<file path="config.mk">
export PLATFORM = sky130hd
export DESIGN_NAME = rgs_rx_gain_ctrl
export DESIGN_NICKNAME = d
export VERILOG_FILES = /design/src/rtl/rgs_pkg.sv /design/src/rtl/rgs_rx_gain_ctrl.sv
export SDC_FILE = /design/constraint.sdc
export NUM_CORES = 1
export LEC_CHECK = 0
export BUFFER_PORTS_ARGS = -buffer_cell sky130_fd_sc_hd__clkbuf_2
export CAP_MARGIN = 5
export CORE_MARGIN = 2
export CORE_UTILIZATION = 50
export CTS_BUF_LIST = sky130_fd_sc_hd__clkbuf_8 sky130_fd_sc_hd__clkbuf_16
export DETAILED_ROUTE_END_ITERATION = 6
export PLACE_DENSITY = 0.78
export REMOVE_ABC_BUFFERS = 1
export SLEW_MARGIN = 10
export SYNTH_ARGS = -nofsm -noshare
export SYNTH_HDL_FRONTEND = slang
export SYNTH_SLANG_ARGS = --single-unit
</file>
<file path="constraint.sdc">
create_clock -name clk -period 3.05 [get_ports clk]
set_input_delay 0.305 -clock clk [delete_from_list [all_inputs] [get_ports clk]]
set_output_delay 0.305 -clock clk [all_outputs]
set_load 0.01 [all_outputs]
</file>
<file path="src/rtl/rgs_pkg.sv">
// constants, field layouts and carrier types for the receive gain control
package rgs_pkg;
  // register offsets
  localparam logic [7:0] ADDR_FILTER    = 8'h00;
  localparam logic [7:0] ADDR_FIRST     = 8'h01;
  localparam logic [7:0] ADDR_LOOP      = 8'h02;
  localparam logic [7:0] ADDR_MANUAL    = 8'h03;
  localparam logic [7:0] ADDR_SQTIMER   = 8'h04;
  localparam logic [7:0] ADDR_GAINSTATE = 8'h05;
  localparam logic [7:0] ADDR_STRENGTH  = 8'h06;
  localparam logic [7:0] ADDR_CMD       = 8'h07;
  // reset values
  localparam logic [7:0] FILTER_RST     = 8'h00;
  localparam logic [3:0] FIRST_RST      = 4'h6;
  localparam logic [7:0] LOOP_RST       = 8'h00;
  localparam logic [3:0] MANUAL_RST     = 4'h0;
  localparam logic [7:0] SQTIMER_RST    = 8'h00;
  // field positions
  localparam int CMD_RESET_GAIN_BIT     = 0;
  localparam int CMD_STRENGTH_CLEAR_BIT = 1;
  localparam int FIRST_BOOST_BIT        = 3;
  // step limits
  localparam logic [3:0] GAIN_LAST      = 4'ha;
  localparam logic [3:0] WINDOW_STEPS   = 4'h4;
  localparam logic [2:0] FIRST_RED_MAX  = 3'h6;
  localparam logic [3:0] STRENGTH_MAX   = 4'hd;
  localparam logic [3:0] PULSE_LIMIT    = 4'h8;
  localparam logic [1:0] SQ_TRANS_LIMIT = 2'h2;
  // timing
  localparam int CLK_PERIOD_NS = 10;
  localparam int SQ_DELAY_NS   = 18880;
  localparam int SQ_DELAY_CYC  =
    (SQ_DELAY_NS + CLK_PERIOD_NS - 1) / CLK_PERIOD_NS;
  localparam int WINDOW_US     = 50;
  localparam int WINDOW_CYC    = (WINDOW_US * 1000) / CLK_PERIOD_NS;

  typedef struct packed {
    logic       spare;
    logic [2:0] lowpassCorner;
    logic       firstZeroHighSelect;
    logic       thirdZeroMidSelect;
    logic       thirdZeroLowSelect;
    logic       firstZeroLowSelect;
  } rgs_filter_type;

  typedef struct packed {
    logic [1:0] spare;
    logic       gainLoopRatioSelect;
    logic       agcAlgPreset;
    logic       agcModeFirst8;
    logic       agcEnable;
    logic       squelchRatioSix;
    logic       squelchDynamic;
  } rgs_loop_cfg_type;

  typedef struct packed {
    logic           boost;
    logic [2:0]     firstStageRed;
    rgs_filter_type filter;
    logic [2:0]     stageRed;
    logic [2:0]     windowStep;
  } rgs_rx_ctrl_type;

  typedef enum logic [1:0] {SQ_IDLE, SQ_WAIT, SQ_OBSERVE} rgs_sq_state_type;
endpackage : rgs_pkg

</file>
<file path="src/rtl/rgs_rx_gain_ctrl.sv">
// receive gain, squelch and signal strength control
// Functional notes
// first stage six 2.5 dB cuts, boost option
// three-bit low-pass corner select field
// four shared bits pick both zeros
// stage gain 23 dB, six 3 dB cuts
// reset gain command reloads manual setting
// five digitizer window settings, 3 dB apart
// eleven steps: four window, six gain
// capture gain state on receiver-on fall
// gain loop runs only while receiving
// squelch from delay after TX to timer
// ratio bit picks squelch comparator
// over two transitions per window: step
// ratio six counts wide comparator edges
// gain loop steps on comparator transitions
// mode bit limits loop to eight pulses
// algorithm bit picks preset or reset start
// strength tracks while receiving, else frozen
// peak hold, cleared on gain loop step
// four-bit code, saturates at thirteen
// clear command zeros signal strength
// gain state saturates at last step
module rgs_rx_gain_ctrl #(
  parameter int WINDOW_CYCLES = rgs_pkg::WINDOW_CYC
) (
  // clock and reset
  input  wire logic                     clk,
  input  wire logic                     rst,
  // register port
  input  wire logic [7:0]               regAddr,
  input  wire logic [7:0]               regWdata,
  input  wire logic                     regWrite,
  input  wire logic                     regRead,
  output logic      [7:0]               regRdata,
  // receive chain observation
  input  wire logic                     rxOn,
  input  wire logic                     txEnd,
  input  wire logic [7:0]               maskReceiveTimer,
  input  wire logic                     digitizerOut,
  input  wire logic                     squelchCompare6,
  input  wire logic                     agcCompare3,
  input  wire logic                     agcCompare6,
  input  wire logic [1:0][3:0]          strengthLevel,
  // analog settings
  output rgs_pkg::rgs_rx_ctrl_type      rxCtrl
);
  localparam logic [15:0] WIN_LAST = 16'(WINDOW_CYCLES - 1);
  localparam logic [10:0] DLY_LAST = 11'(rgs_pkg::SQ_DELAY_CYC - 1);
  localparam int          DLY_LAST_I = rgs_pkg::SQ_DELAY_CYC - 1;

  // software registers
  rgs_pkg::rgs_filter_type   filter_q, filter_d;
  rgs_pkg::rgs_loop_cfg_type cfg_q, cfg_d;
  logic [3:0] first_q, first_d;
  logic [3:0] manual_q, manual_d;
  logic [7:0] sqTimer_q, sqTimer_d;
  logic [7:0] rdata_q, rdata_d;
  logic       cmdResetGain;
  logic       cmdClear;
  // gain state
  logic [3:0] gainState_q, gainState_d;
  logic [3:0] squelchLevel_q, squelchLevel_d;
  logic [3:0] capture_q, capture_d;
  logic [3:0] pulseCnt_q, pulseCnt_d;
  logic       agcStep;
  logic       sqStep;
  // previous input samples for edge detection
  logic       rxOnPrev_q, digPrev_q, sqCmpPrev_q, agcPrev_q;
  logic       agcSel, sqSel, sqTrans, agcTrans, digRise;
  // squelch
  rgs_pkg::rgs_sq_state_type sqState_q, sqState_d;
  logic [10:0] delayCnt_q, delayCnt_d;
  logic [15:0] winCnt_q, winCnt_d;
  logic [1:0]  transCnt_q, transCnt_d;
  logic        sqStop;
  // strength
  logic [1:0][3:0] strength_q;
  logic            clrStrength;
  rgs_pkg::rgs_rx_ctrl_type ctrl_q, ctrl_d;

  assign cmdResetGain = regWrite && regAddr == rgs_pkg::ADDR_CMD &&
                        regWdata[rgs_pkg::CMD_RESET_GAIN_BIT];
  assign cmdClear     = regWrite && regAddr == rgs_pkg::ADDR_CMD &&
                        regWdata[rgs_pkg::CMD_STRENGTH_CLEAR_BIT];

  always_comb begin
    filter_d  = filter_q;
    cfg_d     = cfg_q;
    first_d   = first_q;
    manual_d  = manual_q;
    sqTimer_d = sqTimer_q;
    rdata_d   = 8'h00;
    if (regWrite) begin
      unique case (regAddr)
        rgs_pkg::ADDR_FILTER:  filter_d = regWdata;
        rgs_pkg::ADDR_FIRST: begin
          // cuts past the sixth step would exceed the range
          first_d = {regWdata[rgs_pkg::FIRST_BOOST_BIT],
                     (regWdata[2:0] > rgs_pkg::FIRST_RED_MAX) ?
                     rgs_pkg::FIRST_RED_MAX : regWdata[2:0]};
        end
        rgs_pkg::ADDR_LOOP:    cfg_d = regWdata;
        rgs_pkg::ADDR_MANUAL: begin
          manual_d = (regWdata[3:0] > rgs_pkg::GAIN_LAST) ?
                     rgs_pkg::GAIN_LAST : regWdata[3:0];
        end
        rgs_pkg::ADDR_SQTIMER: sqTimer_d = regWdata;
        default: ;
      endcase
    end
    if (regRead) begin
      unique case (regAddr)
        rgs_pkg::ADDR_FILTER:    rdata_d = filter_q;
        rgs_pkg::ADDR_FIRST:     rdata_d = {4'h0, first_q};
        rgs_pkg::ADDR_LOOP:      rdata_d = cfg_q;
        rgs_pkg::ADDR_MANUAL:    rdata_d = {4'h0, manual_q};
        rgs_pkg::ADDR_SQTIMER:   rdata_d = sqTimer_q;
        rgs_pkg::ADDR_GAINSTATE: rdata_d = {4'h0, capture_q};
        rgs_pkg::ADDR_STRENGTH:  rdata_d = strength_q;
        default:                 rdata_d = 8'h00;
      endcase
    end
  end

  always_ff @(posedge clk) begin
    if (rst) begin
      filter_q  <= rgs_pkg::FILTER_RST;
      cfg_q     <= rgs_pkg::LOOP_RST;
      first_q   <= rgs_pkg::FIRST_RST;
      manual_q  <= rgs_pkg::MANUAL_RST;
      sqTimer_q <= rgs_pkg::SQTIMER_RST;
      rdata_q   <= 8'h00;
    end else begin
      filter_q  <= filter_d;
      cfg_q     <= cfg_d;
      first_q   <= first_d;
      manual_q  <= manual_d;
      sqTimer_q <= sqTimer_d;
      rdata_q   <= rdata_d;
    end
  end
  assign regRdata = rdata_q;

  // comparator selection and edges
  assign sqSel    = cfg_q.squelchRatioSix ? squelchCompare6 : digitizerOut;
  assign agcSel   = cfg_q.gainLoopRatioSelect ? agcCompare6 : agcCompare3;
  assign sqTrans  = sqSel ^ sqCmpPrev_q;
  assign agcTrans = agcSel ^ agcPrev_q;
  assign digRise  = digitizerOut && !digPrev_q;
  assign sqStop   = maskReceiveTimer == sqTimer_q;

  always_ff @(posedge clk) begin
    if (rst) begin
      rxOnPrev_q  <= 1'b0;
      digPrev_q   <= 1'b0;
      sqCmpPrev_q <= 1'b0;
      agcPrev_q   <= 1'b0;
    end else begin
      rxOnPrev_q  <= rxOn;
      digPrev_q   <= digitizerOut;
      sqCmpPrev_q <= sqSel;
      agcPrev_q   <= agcSel;
    end
  end

  // squelch observation windows
  always_comb begin
    sqState_d  = sqState_q;
    delayCnt_d = delayCnt_q;
    winCnt_d   = winCnt_q;
    transCnt_d = transCnt_q;
    sqStep     = 1'b0;
    unique case (sqState_q)
      rgs_pkg::SQ_IDLE: begin
        if (txEnd && cfg_q.squelchDynamic) begin
          sqState_d  = rgs_pkg::SQ_WAIT;
          delayCnt_d = 11'h000;
        end
      end
      rgs_pkg::SQ_WAIT: begin
        if (sqStop) begin
          sqState_d = rgs_pkg::SQ_IDLE;
        end else if (delayCnt_q == DLY_LAST) begin
          sqState_d  = rgs_pkg::SQ_OBSERVE;
          winCnt_d   = 16'h0000;
          transCnt_d = 2'h0;
        end else begin
          delayCnt_d = delayCnt_q + 11'h001;
        end
      end
      rgs_pkg::SQ_OBSERVE: begin
        if (sqTrans && transCnt_q != 2'h3) begin
          transCnt_d = transCnt_q + 2'h1;
        end
        if (sqStop) begin
          sqState_d = rgs_pkg::SQ_IDLE;
        end else if (winCnt_q == WIN_LAST) begin
          winCnt_d   = 16'h0000;
          if (transCnt_d > rgs_pkg::SQ_TRANS_LIMIT &&
              squelchLevel_q < rgs_pkg::GAIN_LAST) begin
            sqStep = 1'b1;
          end else begin
            sqState_d = rgs_pkg::SQ_IDLE;
          end
          transCnt_d = 2'h0;
        end else begin
          winCnt_d = winCnt_q + 16'h0001;
        end
      end
    endcase
    if (cmdResetGain || !cfg_q.squelchDynamic) begin
      sqState_d = rgs_pkg::SQ_IDLE;
    end
  end

  always_ff @(posedge clk) begin
    if (rst) begin
      sqState_q  <= rgs_pkg::SQ_IDLE;
      delayCnt_q <= 11'h000;
      winCnt_q   <= 16'h0000;
      transCnt_q <= 2'h0;
    end else begin
      sqState_q  <= sqState_d;
      delayCnt_q <= delayCnt_d;
      winCnt_q   <= winCnt_d;
      transCnt_q <= transCnt_d;
    end
  end

  // shared gain reduction state
  always_comb begin
    gainState_d    = gainState_q;
    squelchLevel_d = squelchLevel_q;
    capture_d      = capture_q;
    pulseCnt_d     = pulseCnt_q;
    agcStep        = 1'b0;
    if (rxOnPrev_q && !rxOn) begin
      capture_d = gainState_q;
    end
    if (cmdResetGain) begin
      squelchLevel_d = manual_q;
      gainState_d    = manual_q;
      pulseCnt_d     = 4'h0;
    end else begin
      if (sqStep) begin
        squelchLevel_d = squelchLevel_q + 4'h1;
      end
      if (!rxOn) begin
        gainState_d = squelchLevel_d;
        pulseCnt_d  = 4'h0;
      end else if (!rxOnPrev_q) begin
        // preset start skips the window steps for short frames
        gainState_d = (cfg_q.agcAlgPreset &&
                       squelchLevel_d < rgs_pkg::WINDOW_STEPS) ?
                      rgs_pkg::WINDOW_STEPS : squelchLevel_d;
      end else begin
        if (digRise && pulseCnt_q < rgs_pkg::PULSE_LIMIT) begin
          pulseCnt_d = pulseCnt_q + 4'h1;
        end
        if (cfg_q.agcEnable && agcTrans &&
            (!cfg_q.agcModeFirst8 || pulseCnt_q < rgs_pkg::PULSE_LIMIT) &&
            gainState_q < rgs_pkg::GAIN_LAST) begin
          agcStep = 1'b1;
        end
        if ((agcStep || sqStep) && gainState_q < rgs_pkg::GAIN_LAST) begin
          gainState_d = gainState_q + 4'h1;
        end
      end
    end
  end

  always_ff @(posedge clk) begin
    if (rst) begin
      gainState_q    <= rgs_pkg::MANUAL_RST;
      squelchLevel_q <= rgs_pkg::MANUAL_RST;
      capture_q      <= rgs_pkg::MANUAL_RST;
      pulseCnt_q     <= 4'h0;
    end else begin
      gainState_q    <= gainState_d;
      squelchLevel_q <= squelchLevel_d;
      capture_q      <= capture_d;
      pulseCnt_q     <= pulseCnt_d;
    end
  end

  // per-channel peak hold
  assign clrStrength = cmdResetGain || cmdClear || agcStep;
  for (genvar ch = 0; ch < 2; ch++) begin : g_strength
    logic [3:0] held_d;
    always_comb begin
      held_d = strength_q[ch];
      if (clrStrength) begin
        held_d = 4'h0;
      end else if (rxOn && strengthLevel[ch] > strength_q[ch]) begin
        held_d = (strengthLevel[ch] > rgs_pkg::STRENGTH_MAX) ?
                 rgs_pkg::STRENGTH_MAX : strengthLevel[ch];
      end
    end
    always_ff @(posedge clk) begin
      if (rst) begin
        strength_q[ch] <= 4'h0;
      end else begin
        strength_q[ch] <= held_d;
      end
    end
  end

  // analog settings, one cycle behind the state
  always_comb begin
    ctrl_d.boost         = first_q[rgs_pkg::FIRST_BOOST_BIT];
    ctrl_d.firstStageRed = first_q[2:0];
    ctrl_d.filter        = filter_q;
    if (gainState_q <= rgs_pkg::WINDOW_STEPS) begin
      ctrl_d.windowStep = gainState_q[2:0];
      ctrl_d.stageRed   = 3'h0;
    end else begin
      ctrl_d.windowStep = rgs_pkg::WINDOW_STEPS[2:0];
      ctrl_d.stageRed   = 3'(gainState_q - rgs_pkg::WINDOW_STEPS);
    end
  end

  always_ff @(posedge clk) begin
    if (rst) begin
      ctrl_q <= '0;
    end else begin
      ctrl_q <= ctrl_d;
    end
  end
  assign rxCtrl = ctrl_q;
endmodule : rgs_rx_gain_ctrl
</file>
; ---- Word-level counts from Yosys, hierarchy flattened
; Index checks and enable logic that the tools add are counted.
[totals]
regBits = 117
inputBits = 42
output_inout_bits = 26
elab_cells = 183
[op_classes]
n_addsub = 7
magnitude_cmp = 12
eq_ne = 22
muxes = 50
bitwise = 5
reduce_logical = 45
[ops]
columns = cell, count
row1 = two-way mux 16 bit, 4
row2 = case mux 8 bit (7 select lines), 1
row3 = two-way mux 4 bit, 11
row4 = two-way mux 11 bit, 3
row5 = == test 8 x 3 -> 1 bit (second input constant), 4
row6 = case mux 16 bit (2 select lines), 1
row7 = two-way mux 2 bit, 12
row8 = case mux 11 bit (2 select lines), 1
row9 = adder 16 x 1 -> 16 bit (second input constant), 1
row10 = == test 16 x 13 -> 1 bit (second input constant), 1
row11 = == test 8 x 2 -> 1 bit (second input constant), 2
row12 = logical AND 1 bit, 16
row13 = two-way mux 1 bit, 13
row14 = adder 4 x 1 -> 4 bit (second input constant), 3
row15 = greater-than comparator 4 bit (second input constant), 3
row16 = less-than comparator 4 bit (second input constant), 3
row17 = != test 2 bit (second input constant), 6
row18 = AND reduction 2 bit, 6
row19 = AND reduction 4 bit, 3
row20 = adder 11 x 1 -> 11 bit (second input constant), 1
row21 = == test 11 bit (second input constant), 1
row22 = OR reduction 2 bit, 5
row23 = != test 3 bit (second input constant), 3
row24 = == test 8 x 1 -> 1 bit (second input constant), 1
row25 = 23 further kinds, 36

; ---- Logic depth before layout (Yosys ltp)
; Gate-level depths: netlist (run 1).
[depth]
depth_word = 19
ltp_mapped = 9
depth_no_buf = 9

; ---- Least setup slack after synthesis (run 1)
; Ideal clock, no wire load.
[synth_path]
path_kind = register -> register
from = reg transCnt_q[0]
to = reg gainState_q[1]
setup_ns = 0.131
arrival_ns = 2.200
required_ns = 2.919
setup_slack_ns = 0.719
stages_incl_launch_ff = 9
path_buffers = 0
period_less_slack_ns = 2.331
path_cell_list = dfxtp_1 ha_1 and2b_1 mux2_4 mux2_4 o31a_1 o41a_1 nand3_2 a41oi_2
[synth_via]
elab_chain_cells = 18
word_cells_on_any_way = 22
classes_between = 1 x add/sub / 2 x order compare / 2 x eq/ne / 12 x mux / 5 x reduce/logical
[synth_lines]
columns = item, line
row1 = start: declaration, rgs_rx_gain_ctrl.sv:75  ; logic [1:0] transCnt_q, transCnt_d;
row2 = start signal: assignment, rgs_rx_gain_ctrl.sv:227  ; transCnt_q <= transCnt_d;
row3 = branches (longest 2 deep; another with adder 2 x 1 -> 2 bit), -
row4 = two-way mux 2 bit *, rgs_rx_gain_ctrl.sv:193  ; if (sqTrans && transCnt_q != 2'h3) begin
row5 = two-way mux 2 bit *, rgs_rx_gain_ctrl.sv:174  ; unique case (sqState_q)
row6 = greater-than comparator 2 bit *, rgs_rx_gain_ctrl.sv:200  ; if (transCnt_d > rgs_pkg::SQ_TRANS_LIMIT &&
row7 = logical AND 1 bit *, rgs_rx_gain_ctrl.sv:200
row8 = two-way mux 1 bit *, rgs_rx_gain_ctrl.sv:200
row9 = two-way mux 1 bit *, rgs_rx_gain_ctrl.sv:198  ; end else if (winCnt_q == WIN_LAST) begin
row10 = two-way mux 1 bit *, rgs_rx_gain_ctrl.sv:196  ; if (sqStop) begin
row11 = two-way mux 1 bit *, rgs_rx_gain_ctrl.sv:174
row12 = two-way mux 4 bit, rgs_rx_gain_ctrl.sv:246  ; if (sqStep) begin
row13 = two-way mux 4 bit, rgs_rx_gain_ctrl.sv:241  ; if (cmdResetGain) begin
row14 = less-than comparator 4 x 3 -> 1 bit, rgs_rx_gain_ctrl.sv:255  ; squelchLevel_d < rgs_pkg::WINDOW_STEPS) ?
row15 = logical AND 1 bit, rgs_rx_gain_ctrl.sv:254  ; gainState_d = (cfg_q.agcAlgPreset &&
row16 = two-way mux 4 bit, rgs_rx_gain_ctrl.sv:255
row17 = two-way mux 4 bit, rgs_rx_gain_ctrl.sv:252  ; end else if (!rxOnPrev_q) begin
row18 = two-way mux 4 bit, rgs_rx_gain_ctrl.sv:249  ; if (!rxOn) begin
row19 = two-way mux 4 bit, rgs_rx_gain_ctrl.sv:241
row20 = end signal: assignment, rgs_rx_gain_ctrl.sv:275  ; gainState_q <= rgs_pkg::MANUAL_RST;
row21 = end signal: assignment, rgs_rx_gain_ctrl.sv:280  ; gainState_q <= gainState_d;
row22 = end: declaration, rgs_rx_gain_ctrl.sv:62  ; logic [3:0] gainState_q, gainState_d;
; Mark *: on every way between the ends. The select of a mux whose other input is x is not followed.
; A chain may end at the register's enable or synchronous reset.

; ---- Worst setup path after layout (run 1)
[layout_path]
from = reg sqState_q[1]
to = reg winCnt_q[7]
[layout_via]
elab_chain_cells = 3
word_cells_on_any_way = 8
classes_between = 5 x eq/ne / 1 x mux / 2 x reduce/logical
[layout_lines]
columns = item, line
row1 = start: declaration, rgs_rx_gain_ctrl.sv:72  ; rgs_pkg::rgs_sq_state_type sqState_q, sqState_d;
row2 = start signal: assignment, rgs_rx_gain_ctrl.sv:219  ; sqState_q <= rgs_pkg::SQ_IDLE;
row3 = start signal: assignment, rgs_rx_gain_ctrl.sv:224  ; sqState_q <= sqState_d;
row4 = == test 2 x 1 -> 1 bit / == test 2 bit (equally long branches), rgs_rx_gain_ctrl.sv:174
row5 = != test 2 bit (no source line) / nonzero test 2 bit (equally long branches), -
row6 = AND reduction 4 bit (no source line), -
row7 = end signal: assignment, rgs_rx_gain_ctrl.sv:226  ; winCnt_q <= winCnt_d;
row8 = end: declaration, rgs_rx_gain_ctrl.sv:74  ; logic [15:0] winCnt_q, winCnt_d;
; Parallel ways exist; a longest one is shown, timed or not.

==> results of run 1 <==
## power breakdown
part           switching (W)  internal [W]
clock network       0.000684       0.00118
registers          0.0000169       0.00155
logic               0.000126     0.0000850
## synth_stat cells, drive strengths merged, types with 3 or more instances
cell / instances / area, sq um
a311oi: 3 / 26.3
nor3: 15 / 96.4
a22oi: 5 / 37.5
a21o: 3 / 25.0
nand3b: 3 / 22.5
mux2i: 45 / 450
dfxtp: 117 / 2340
buf: 8 / 48.8
a41oi: 3 / 33.8
o22a: 4 / 35.0
xor2: 21 / 184
inv: 18 / 67.6
o21bai: 3 / 22.5
nand3: 25 / 130
ha: 17 / 213
a211o: 3 / 26.3
and4: 3 / 27.5
nand2b: 10 / 62.6
mux2: 4 / 52.6
o221ai: 3 / 26.3
a211oi: 5 / 37.5
clkbuf: 19 / 95.1
and2: 7 / 43.8
nor2b: 26 / 163
and3: 9 / 58.8
xnor2: 13 / 114
nor3b: 4 / 30.0
nor2: 90 / 345
nor4: 6 / 37.5
o21ai: 16 / 80.1
nand2: 46 / 173
a21oi: 26 / 130
nand4: 14 / 87.6
## cell families after synthesis
kind of cell	share of synthesized area
flops	0.419
compound gates	0.113
simple gates	0.241
fa+ha+maj	0.0380
mux	0.0986
buf+inv	0.0378
xor+xnor	0.0532
## sequential cells by signal (all words and copies together), names as in the netlist
register,cells
agcPrev_q,1
rxOnPrev_q,1
winCnt_q,16
squelchLevel_q,4
digPrev_q,1
delayCnt_q,11
pulseCnt_q,4
strength_q,8
first_q,4
sqState_q,2
transCnt_q,2
cfg_q,8
capture_q,4
gainState_q,4
sqTimer_q,8
regRdata,8
rxCtrl,18
ctrl_d,8
manual_q,4
sqCmpPrev_q,1
## stage by stage
step | worst slack [ps] | cell area, sq um
after floorplan | 451 | 5450
after global placement | 636 | 6040
after detailed placement | 537 | 6040
after CTS | 377 | 6590
after global routing | 112 | 6590
final | 336 | 6590
## cell type report
cell class / count / area (sq um) / area share
Multi-Input combinational cell: 460 / 3040 / 0.461
Clock inverter: 11 / 114 / 0.0173
Clock buffer: 19 / 442 / 0.0670
Tap cell: 140 / 175 / 0.0266
Sequential cell: 117 / 2340 / 0.355
Inverter: 18 / 67.6 / 0.0102
Timing Repair Buffer: 77 / 410 / 0.0623
## routing by layer
| metal | share of wire | wire, microns |
|---|---|---|
| met5 | 0 | 0 |
| met4 | 0.026 | 349 |
| met3 | 0.060 | 795 |
| met2 | 0.47 | 6230 |
| met1 | 0.44 | 5900 |
## how the worst max path moves through the flow
stage	to	slack (ps)	depth (start not counted)
after floorplan	sqTimer_q[0]	450	6
after global placement	gainState_q[1]	640	7
after detailed placement	winCnt_q[7]	540	10
after CTS	winCnt_q[7]	380	9
after global routing	winCnt_q[7]	110	10
final	winCnt_q[7]	340	10
## critical path, cell delays in order, from the launching register on
cell	delay (ps)
dfxtp_1	330
inv_1	80
ha_1	290
inv_1	80
nor4_1	350
a2bb2oi_1	560
buf_4	290
nand2_1	120
nor3_1	200
nor2_1	60
a311oi_1	240
==> results.yml, run 1 <==
worst_hold_path:
  hold_start: "digitizerOut"
  min_path_cells: 2
  min-delay-path-class: "input port to register"
  holdPathEnd: "digPrev_q"
clock_tree:
  cts_buffers: 17
  clock_sinks: 117
  insertion_delay_ps: 520
  h-tree-depth: 4
  clock_tree_from_tritoncts: "yes"
  post_cts_resize_count: 0
  cts_max_path_buffers: 2
  worst_setup_hold_path_clk_slew_ps: 60
  postCtsSetupBuffers: 0
  cts-hold-fix-buffers: 0
  cts.root.buffer_cell: "clkbuf_8"
routing:
  num_vias: 4791
  first_pass_iters: 5
  drt_iter0_drc: 285
  drc_errors: 0
  drt_wl_total_microns: 13300
  routedWlPerCell_microns: 15.8
  detail_route.vias_per_cell: 5.69
  postRouteAntennaNets: 0
synthesis:
  yosys_warnings: 0
  synth_flop_cell: "dfxtp_1"
  synthesis.area_sq_um: 5600
  synth_sequential_area_ratio: 0.419
  ys_ff_latch: 117
  synth_edf_count: 0
  syn_area_per_cell_sq_um: 9.00
  post_synth_num_cell_types: 69
  synthCells: 622
  share_of_flip_flops_with_an_asynchronous_set_or_reset: 0
placement:
  detailedPlacementHpwl_microns: 9460
  numPlacedInstances: 812
  buffer_ports.inserted: 67
  globalplace.congestion: 0.879
die:
  start_util: 0.514
  fp.coreArea_sq_um: 10900
  floorplan.die.width_microns: 110
  pin_count: 68
  number_of_core_rows: 38
  die_outline_area_sq_um: 12100
  die-height_microns: 110
sta:
  post-route-period-util: 0.890
  finalClockSkew_ps: 11.5
  grt_setup_unrepaired: "false"
  finalSetupViolations: 0
  max_transition_viols_final: 0
  finalWorstPathRequiredPeriod_ps: 2710
  finalHoldViolCount: 0
  tightest_slew_ps: 791
  final.hold.worst_slack_ps: 53.2
  maxSlewHeadroom: 0.465
  fmax_mhz: 368
  finalSetupTns_ps: 0
setup_path:
  path_class: "register to register"
  crit_start: "sqState_q[1]"
  worst_ep_arrival_time_ps: 3130
  cp.required_ps: 3470
  ff2ff_path_depth: 10
  end_kind: "register"
  crit_path_max_fanout: 11
  r2r_slack_ps: 340
  cp-start-kind: "register"
  critical_path.reg2reg.endpoint: "winCnt_q[7]"
  rr_startpoint: "sqState_q[1]"
global_route:
  grt_util_met2: 0.390
  grt_overall_usage: 0.237
  grt_first_pass_wirelength_microns: 22200
  grt.busiest_layer: "met2"
  grt_max_degree: 31
  first_global_vias: 4569
  grt_use_met3: 0.0409
  global_route_track_usage_on_met1: 0.300
  grt-ovfl-total: 0
  number_of_antenna_violations_at_the_first_check_in_global_routing: 0
pwr:
  ir_drop_v: 0.000284
  leakage_nw: 2.60
  power.total_w: 0.00364
  power-per-cell-area_nw_per_um2: 553
cells_and_area:
  finish.cell_count_without_fillers: 842
  drive_gt1_frac: 0.172
  nNetsFinal: 750
  n_fill_cell: 915
  layout.cells.most_common_list: "dfxtp_1 (117), nor2_1 (89), clkbuf_2 (67)"
  area_growth_syn_to_layout_pct: 17.8
  n_antenna_cell: 0
  most_common_cell_after_layout_fill_and_taps_aside: "dfxtp_1"
  postLayoutCoreUtil: 0.605
flow_run:
  max_cap_viol_count: 0
status:
  run_status: "finished clean"
No activity file was read; power rests on OpenSTA's default activity.
==> run 2, diff against run 1 <==
--- a/config.mk
+++ b/config.mk
@@ -7,11 +7,13 @@
 export LEC_CHECK = 0
 export BUFFER_PORTS_ARGS = -buffer_cell sky130_fd_sc_hd__clkbuf_2
 export CAP_MARGIN = 5
+export CELL_PAD_IN_SITES_DETAIL_PLACEMENT = 2
+export CELL_PAD_IN_SITES_GLOBAL_PLACEMENT = 2
 export CORE_MARGIN = 2
-export CORE_UTILIZATION = 50
+export CORE_UTILIZATION = 36
 export CTS_BUF_LIST = sky130_fd_sc_hd__clkbuf_8 sky130_fd_sc_hd__clkbuf_16
 export DETAILED_ROUTE_END_ITERATION = 6
-export PLACE_DENSITY = 0.78
+export PLACE_DENSITY = 0.88
 export REMOVE_ABC_BUFFERS = 1
 export SLEW_MARGIN = 10
 export SYNTH_ARGS = -nofsm -noshare
==> run 2 against run 1 <==
Clock skew fell by 0.60 ps. Register-to-register slack improved by 96 ps. Setup slack improved by 96 ps. Die area increased by 37%. Sequential power about the same. Final cell count rose by 6.1%. Power rose by 10%. Via count up 7.3%. Wire length grew 56%. Cell area is 2.4% higher.
==> results.yml, run 2 (synthesized netlist as in run 1, its figures left out) <==
cells_and_area:
  largest_register_ffs: 18
  layout.area.seq_sq_um: 2340
  finish.instance_area_sq_um: 6750
  multi_input_gate_area_sq_um: 3040
  most_common_cell_after_layout_fill_and_taps_aside: "dfxtp_1"
  postLayoutCoreUtil: 0.444
  layout.cells.most_common_list: "dfxtp_1 (117), nor2_1 (89), clkbuf_2 (67)"
  nNetsFinal: 750
  area_growth_syn_to_layout_pct: 20.7
  drive_gt1_frac: 0.179
  n_fill_cell: 1616
setup_path:
  worstPathCellList: "ha_1, and2b_1, mux2_4, mux2_4, o31a_1, or2_1, a221oi_1, o41ai_1"
  end_kind: "register"
  critical_path.max_stage_delay_ps: 460
  path_class: "register to register"
  worst_ep_arrival_time_ps: 2940
  cp-start-kind: "register"
  crit_path_max_fanout: 6
  cp.required_ps: 3370
  cp_slowest_cell: "dfxtp_1"
  path_common_cell: "mux2_4"
routing:
  postRouteAntennaNets: 0
  drt_iter0_drc: 222
  first_pass_iters: 4
  num_vias: 5143
  drc_errors: 0
  drt_wl_total_microns: 20700
  detail_route.vias_per_cell: 5.76
  routedWlPerCell_microns: 23.2
die:
  die_outline_area_sq_um: 16600
  number_of_core_rows: 45
  start_util: 0.368
  pin_count: 68
  fp.coreArea_sq_um: 15200
  die-height_microns: 129
  floorplan.die.width_microns: 129
placement:
  detailedPlacementHpwl_microns: 13400
  buffer_ports.inserted: 67
  globalplace.congestion: 0.822
  placed_cell_areas_sq_um: 6100
sta:
  max_transition_viols_final: 0
  finalSetupViolations: 0
  tightest_slew_ps: 958
  finalSetupTns_ps: 0
  finalClockSkew_ps: 10.9
  grt_setup_unrepaired: "false"
  maxSlewHeadroom: 0.352
  post-route-period-util: 0.859
  finalWorstPathRequiredPeriod_ps: 2620
  finalHoldViolCount: 0
  fmax_mhz: 382
global_route:
  grt_overall_usage: 0.268
  first_global_vias: 5777
  grt_max_degree: 33
  grt-ovfl-total: 0
  grt_first_pass_wirelength_microns: 33800
  number_of_antenna_violations_at_the_first_check_in_global_routing: 1
flow_run:
  max_cap_viol_count: 0
status:
  run_status: "finished clean"
pwr:
  p_clk_frac: 0.553
  pwr-share-seq: 0.389
  power_switching_w: 0.000938
  power-per-cell-area_nw_per_um2: 596
  power.total_w: 0.00402
  cell_internal_pwr_w: 0.00309
  leakage_nw: 2.63
  power.share.combinational: 0.058
  ir_drop_v: 0.000384
  switching_share_of_power: 0.233
worst_hold_path:
  min-delay-path-class: "input port to register"
clock_tree:
  cts_max_path_buffers: 2
  h-tree-depth: 4
  postCtsSetupBuffers: 0
  worst_setup_hold_path_clk_slew_ps: 60
  cts.root.buffer_cell: "clkbuf_16"
  clock_sinks: 117
  clock_tree_from_tritoncts: "yes"
  insertion_delay_ps: 440
  cts_buffers: 17
  cts-hold-fix-buffers: 0
  post_cts_resize_count: 0
==> run 2: cell types whose count changed in the layout (fill, tap and decap cells not counted) <==
| cell | delta |
|---|---|
| clkinvlp_4 | +2 |
| diode_2 | +1 |
| inv_1 | -3 |
| clkinv_2 | -1 |
| clkbuf_16 | +1 |
| clkbuf_8 | +1 |
| bufinv_16 | +2 |
==> run 2: final cells by class <==
type,count,share of cell area
antenna,1,0.000371
clock buffer,21,0.0712
clock inverter,11,0.0256
inverter,18,0.0100
multi-input combinational,460,0.450
sequential,117,0.347
tap,188,0.0348
timing repair buffer,77,0.0608
==> run 2: power by group through the flow <==
stage	clock [W]	combinational (W)	sequential (W)
2_1_floorplan	0	0.000105	0.00159
3_3_place_gp	0	0.000205	0.00160
3_5_place_dp	0	0.000222	0.00160
4_1_cts	0.00225	0.000231	0.00157
5_1_grt	0.00233	0.000254	0.00157
6_report	0.00222	0.000232	0.00157
==> run 2: per-stage QoR <==
stage / hold slack (ps) / setup slack (ps) / std cells
floorplan: 374 / 451 / 595
finish: 161 / 431 / 893
detailed placement: 478 / 521 / 860
CTS: 151 / 442 / 892
global placement: 458 / 633 / 860
global route: 167 / 236 / 892
==> run 2: path summary, 6_finish.rpt <==
| path | cells after the start | start | slack [ps] | endpoint |
|---|---|---|---|---|
| max | 8 | transCnt_q[0] | 430 | gainState_q[2] |
| min | 3 | strengthLevel[4] | 160 | strength_q[4] |
| max reg2reg | 8 | transCnt_q[0] | 430 | gainState_q[2] |
| min reg2reg | 1 | first_q[0] | 490 | rxCtrl[14] |
==> run 2: metal layers <==
| metal | vias up | part of all wire | routed length (microns) | track usage |
|---|---|---|---|---|
| met3 | 44 | 0.044 | 908 | 0.0524 |
| met2 | 161 | 0.51 | 10700 | 0.473 |
| met5 | - | 0 | 0 | 0 |
| met1 | 2607 | 0.41 | 8510 | 0.316 |
| met4 | 0 | 0.030 | 623 | 0.122 |
| li1 | 2331 | - | - | - |
==> run 2: worst max-delay path: cells and delay by family (launching register included) <==
kind / cells / cell delay (ps)
and+or+nand+nor: 2 / 430
muxes: 2 / 630
DFF: 1 / 460
AOI/OAI and AO/OA: 3 / 770
adders and majority gates: 1 / 220
==> run 3, diff against run 2 <==
--- a/config.mk
+++ b/config.mk
@@ -9,10 +9,10 @@
 export CAP_MARGIN = 5
 export CELL_PAD_IN_SITES_DETAIL_PLACEMENT = 2
 export CELL_PAD_IN_SITES_GLOBAL_PLACEMENT = 2
-export CORE_MARGIN = 2
 export CORE_UTILIZATION = 36
 export CTS_BUF_LIST = sky130_fd_sc_hd__clkbuf_8 sky130_fd_sc_hd__clkbuf_16
 export DETAILED_ROUTE_END_ITERATION = 6
+export GPL_ROUTABILITY_DRIVEN = 1
 export PLACE_DENSITY = 0.88
 export REMOVE_ABC_BUFFERS = 1
 export SLEW_MARGIN = 10
==> run 3 against run 2 <==
Wire length fell by 0.38%. Non-clock buffer count is the same. Maximum frequency fell by 7.7%. Hold slack lost 11 ps. Register-to-register slack worse by 220 ps. Clock power about the same. Final cell count is 0.22% lower. Core utilization about the same. Critical path depth shrank 1. Clock-buffer cell count down 1. Setup slack got worse by 220 ps.
==> results.yml, run 3 (synthesized netlist as in run 1, its figures left out) <==
worst_hold_path:
  min-delay-path-class: "input port to register"
setup_path:
  cp-start-kind: "register"
  crit_path_max_fanout: 5
  end_kind: "register"
  worst_ep_arrival_time_ps: 3150
  cp.required_ps: 3360
  r2r_slack_ps: 210
  path_class: "register to register"
pwr:
  p_clk_frac: 0.553
  switching_share_of_power: 0.222
  power.share.combinational: 0.058
  pwr-share-seq: 0.389
  ir_drop_v: 0.000419
  cell_internal_pwr_w: 0.00313
  leakage_nw: 2.65
  power_switching_w: 0.000894
  power-per-cell-area_nw_per_um2: 597
  power.total_w: 0.00403
global_route:
  grt_first_pass_wirelength_microns: 33000
  grt_max_degree: 23
  number_of_antenna_violations_at_the_first_check_in_global_routing: 0
  grt-ovfl-total: 0
  grt_overall_usage: 0.273
  first_global_vias: 5888
cells_and_area:
  n_antenna_cell: 0
  most_common_cell_after_layout_fill_and_taps_aside: "dfxtp_1"
  multi_input_gate_area_sq_um: 3050
  layout.cells.most_common_list: "dfxtp_1 (117), nor2_1 (89), clkbuf_2 (67)"
  drive_gt1_frac: 0.175
  nNetsFinal: 750
  finish.instance_area_sq_um: 6750
  largest_register_ffs: 18
  area_growth_syn_to_layout_pct: 20.6
  n_fill_cell: 1651
  layout.area.seq_sq_um: 2340
die:
  start_util: 0.368
  die_outline_area_sq_um: 16000
  number_of_core_rows: 45
  floorplan.die.width_microns: 127
  fp.coreArea_sq_um: 15200
  die-height_microns: 127
  pin_count: 68
routing:
  drt_iter0_drc: 200
  highest_layer: "met4"
  num_vias: 5133
  routedWlPerCell_microns: 23.1
  postRouteAntennaNets: 0
  drc_errors: 0
  drt_wl_total_microns: 20600
  dr_wl_met3_microns: 956
  first_pass_iters: 4
  metal_1_wl_microns: 8380
  detail_route.vias_per_cell: 5.76
  length_of_routed_met2_wiring_microns: 10400
clock_tree:
  postCtsSetupBuffers: 0
  cts.root.buffer_cell: "clkbuf_16"
  cts_max_path_buffers: 2
  cts_buffers: 17
  clock_sinks: 117
  insertion_delay_ps: 430
  h-tree-depth: 4
  worst_setup_hold_path_clk_slew_ps: 60
  clock_tree_from_tritoncts: "yes"
sta:
  finalWorstPathRequiredPeriod_ps: 2840
  finalHoldViolCount: 0
  post-route-period-util: 0.930
  grt_setup_unrepaired: "false"
  finalSetupViolations: 0
  tightest_slew_ps: 952
  max_transition_viols_final: 0
  finalClockSkew_ps: 9.01
  fmax_mhz: 352
  finalSetupTns_ps: 0
  maxSlewHeadroom: 0.357
  final.hold.worst_slack_ps: 150
placement:
  globalplace.congestion: 0.822
  buffer_ports.inserted: 67
  detailedPlacementHpwl_microns: 13300
  placed_cell_areas_sq_um: 6100
flow_run:
  max_cap_viol_count: 0
status:
  run_status: "finished clean"
-- run 3: cell count changes in the layout (fill, tap and decap cells not counted), sizes merged --
cell	before	now
clkbuf	88	87
clkinv	3	2
diode	1	0
bufinv	4	5
inv	18	21
clkinvlp	4	1
-- run 3: critical path: stages (launching register included) --
cell and delay, ps:
dfxtp_1 440, mux2i_2 410, mux2_4 380, mux2_4 350, nor4_1 450, o41a_1 290
nand3_1 100, a211oi_1 320
-- run 3: repair_timing --
| action | 4_1_cts | 5_1_grt |
|---|---|---|
| hold endpoints to repair | 0 | 0 |
| setup endpoints to repair | 0 | 1 |
| hold buffers | 0 | 0 |
| gates resized for setup | 0 | 1 |
-- run 3: path summary, 6_finish.rpt --
check | start | to | cells past startpoint
max | cfg_q[1] | gainState_q[0] | 7
min | strengthLevel[0] | strength_q[0] | 3
max reg2reg | cfg_q[1] | gainState_q[0] | 7
min reg2reg | first_q[2] | rxCtrl[16] | 1
-- run 3: final cells by class --
cell class	count	share of cell area
multi-input cells	460	0.451
well taps	188	0.0348
inverters	18	0.0100
flip-flops and latches	117	0.347
clock buffers	20	0.0691
clock inverters	11	0.0271
repair buffers	77	0.0608
-- run 3: per-layer routing --
metal	GRT usage	vias up
met5	0	-
met4	0.153	0
met3	0.0696	70
met2	0.477	166
met1	0.303	2572
li1	-	2325
-- run 3: through the flow --
step                utilization  worst slack (ps)  instances
floorplan                     -               451        595
global placement          0.401               632        860
detailed placement        0.401               490        860
CTS                       0.444               167        891
global route              0.444              61.6        891
finish                    0.444               213        891
-- run 3: power groups by stage --
stage / clock, W / combinational, W / sequential (W)
6_report: 0.00223 / 0.000234 / 0.00157
5_1_grt: 0.00232 / 0.000254 / 0.00157
4_1_cts: 0.00225 / 0.000232 / 0.00157
3_5_place_dp: 0 / 0.000221 / 0.00160
3_3_place_gp: 0 / 0.000205 / 0.00160
2_1_floorplan: 0 / 0.000105 / 0.00159
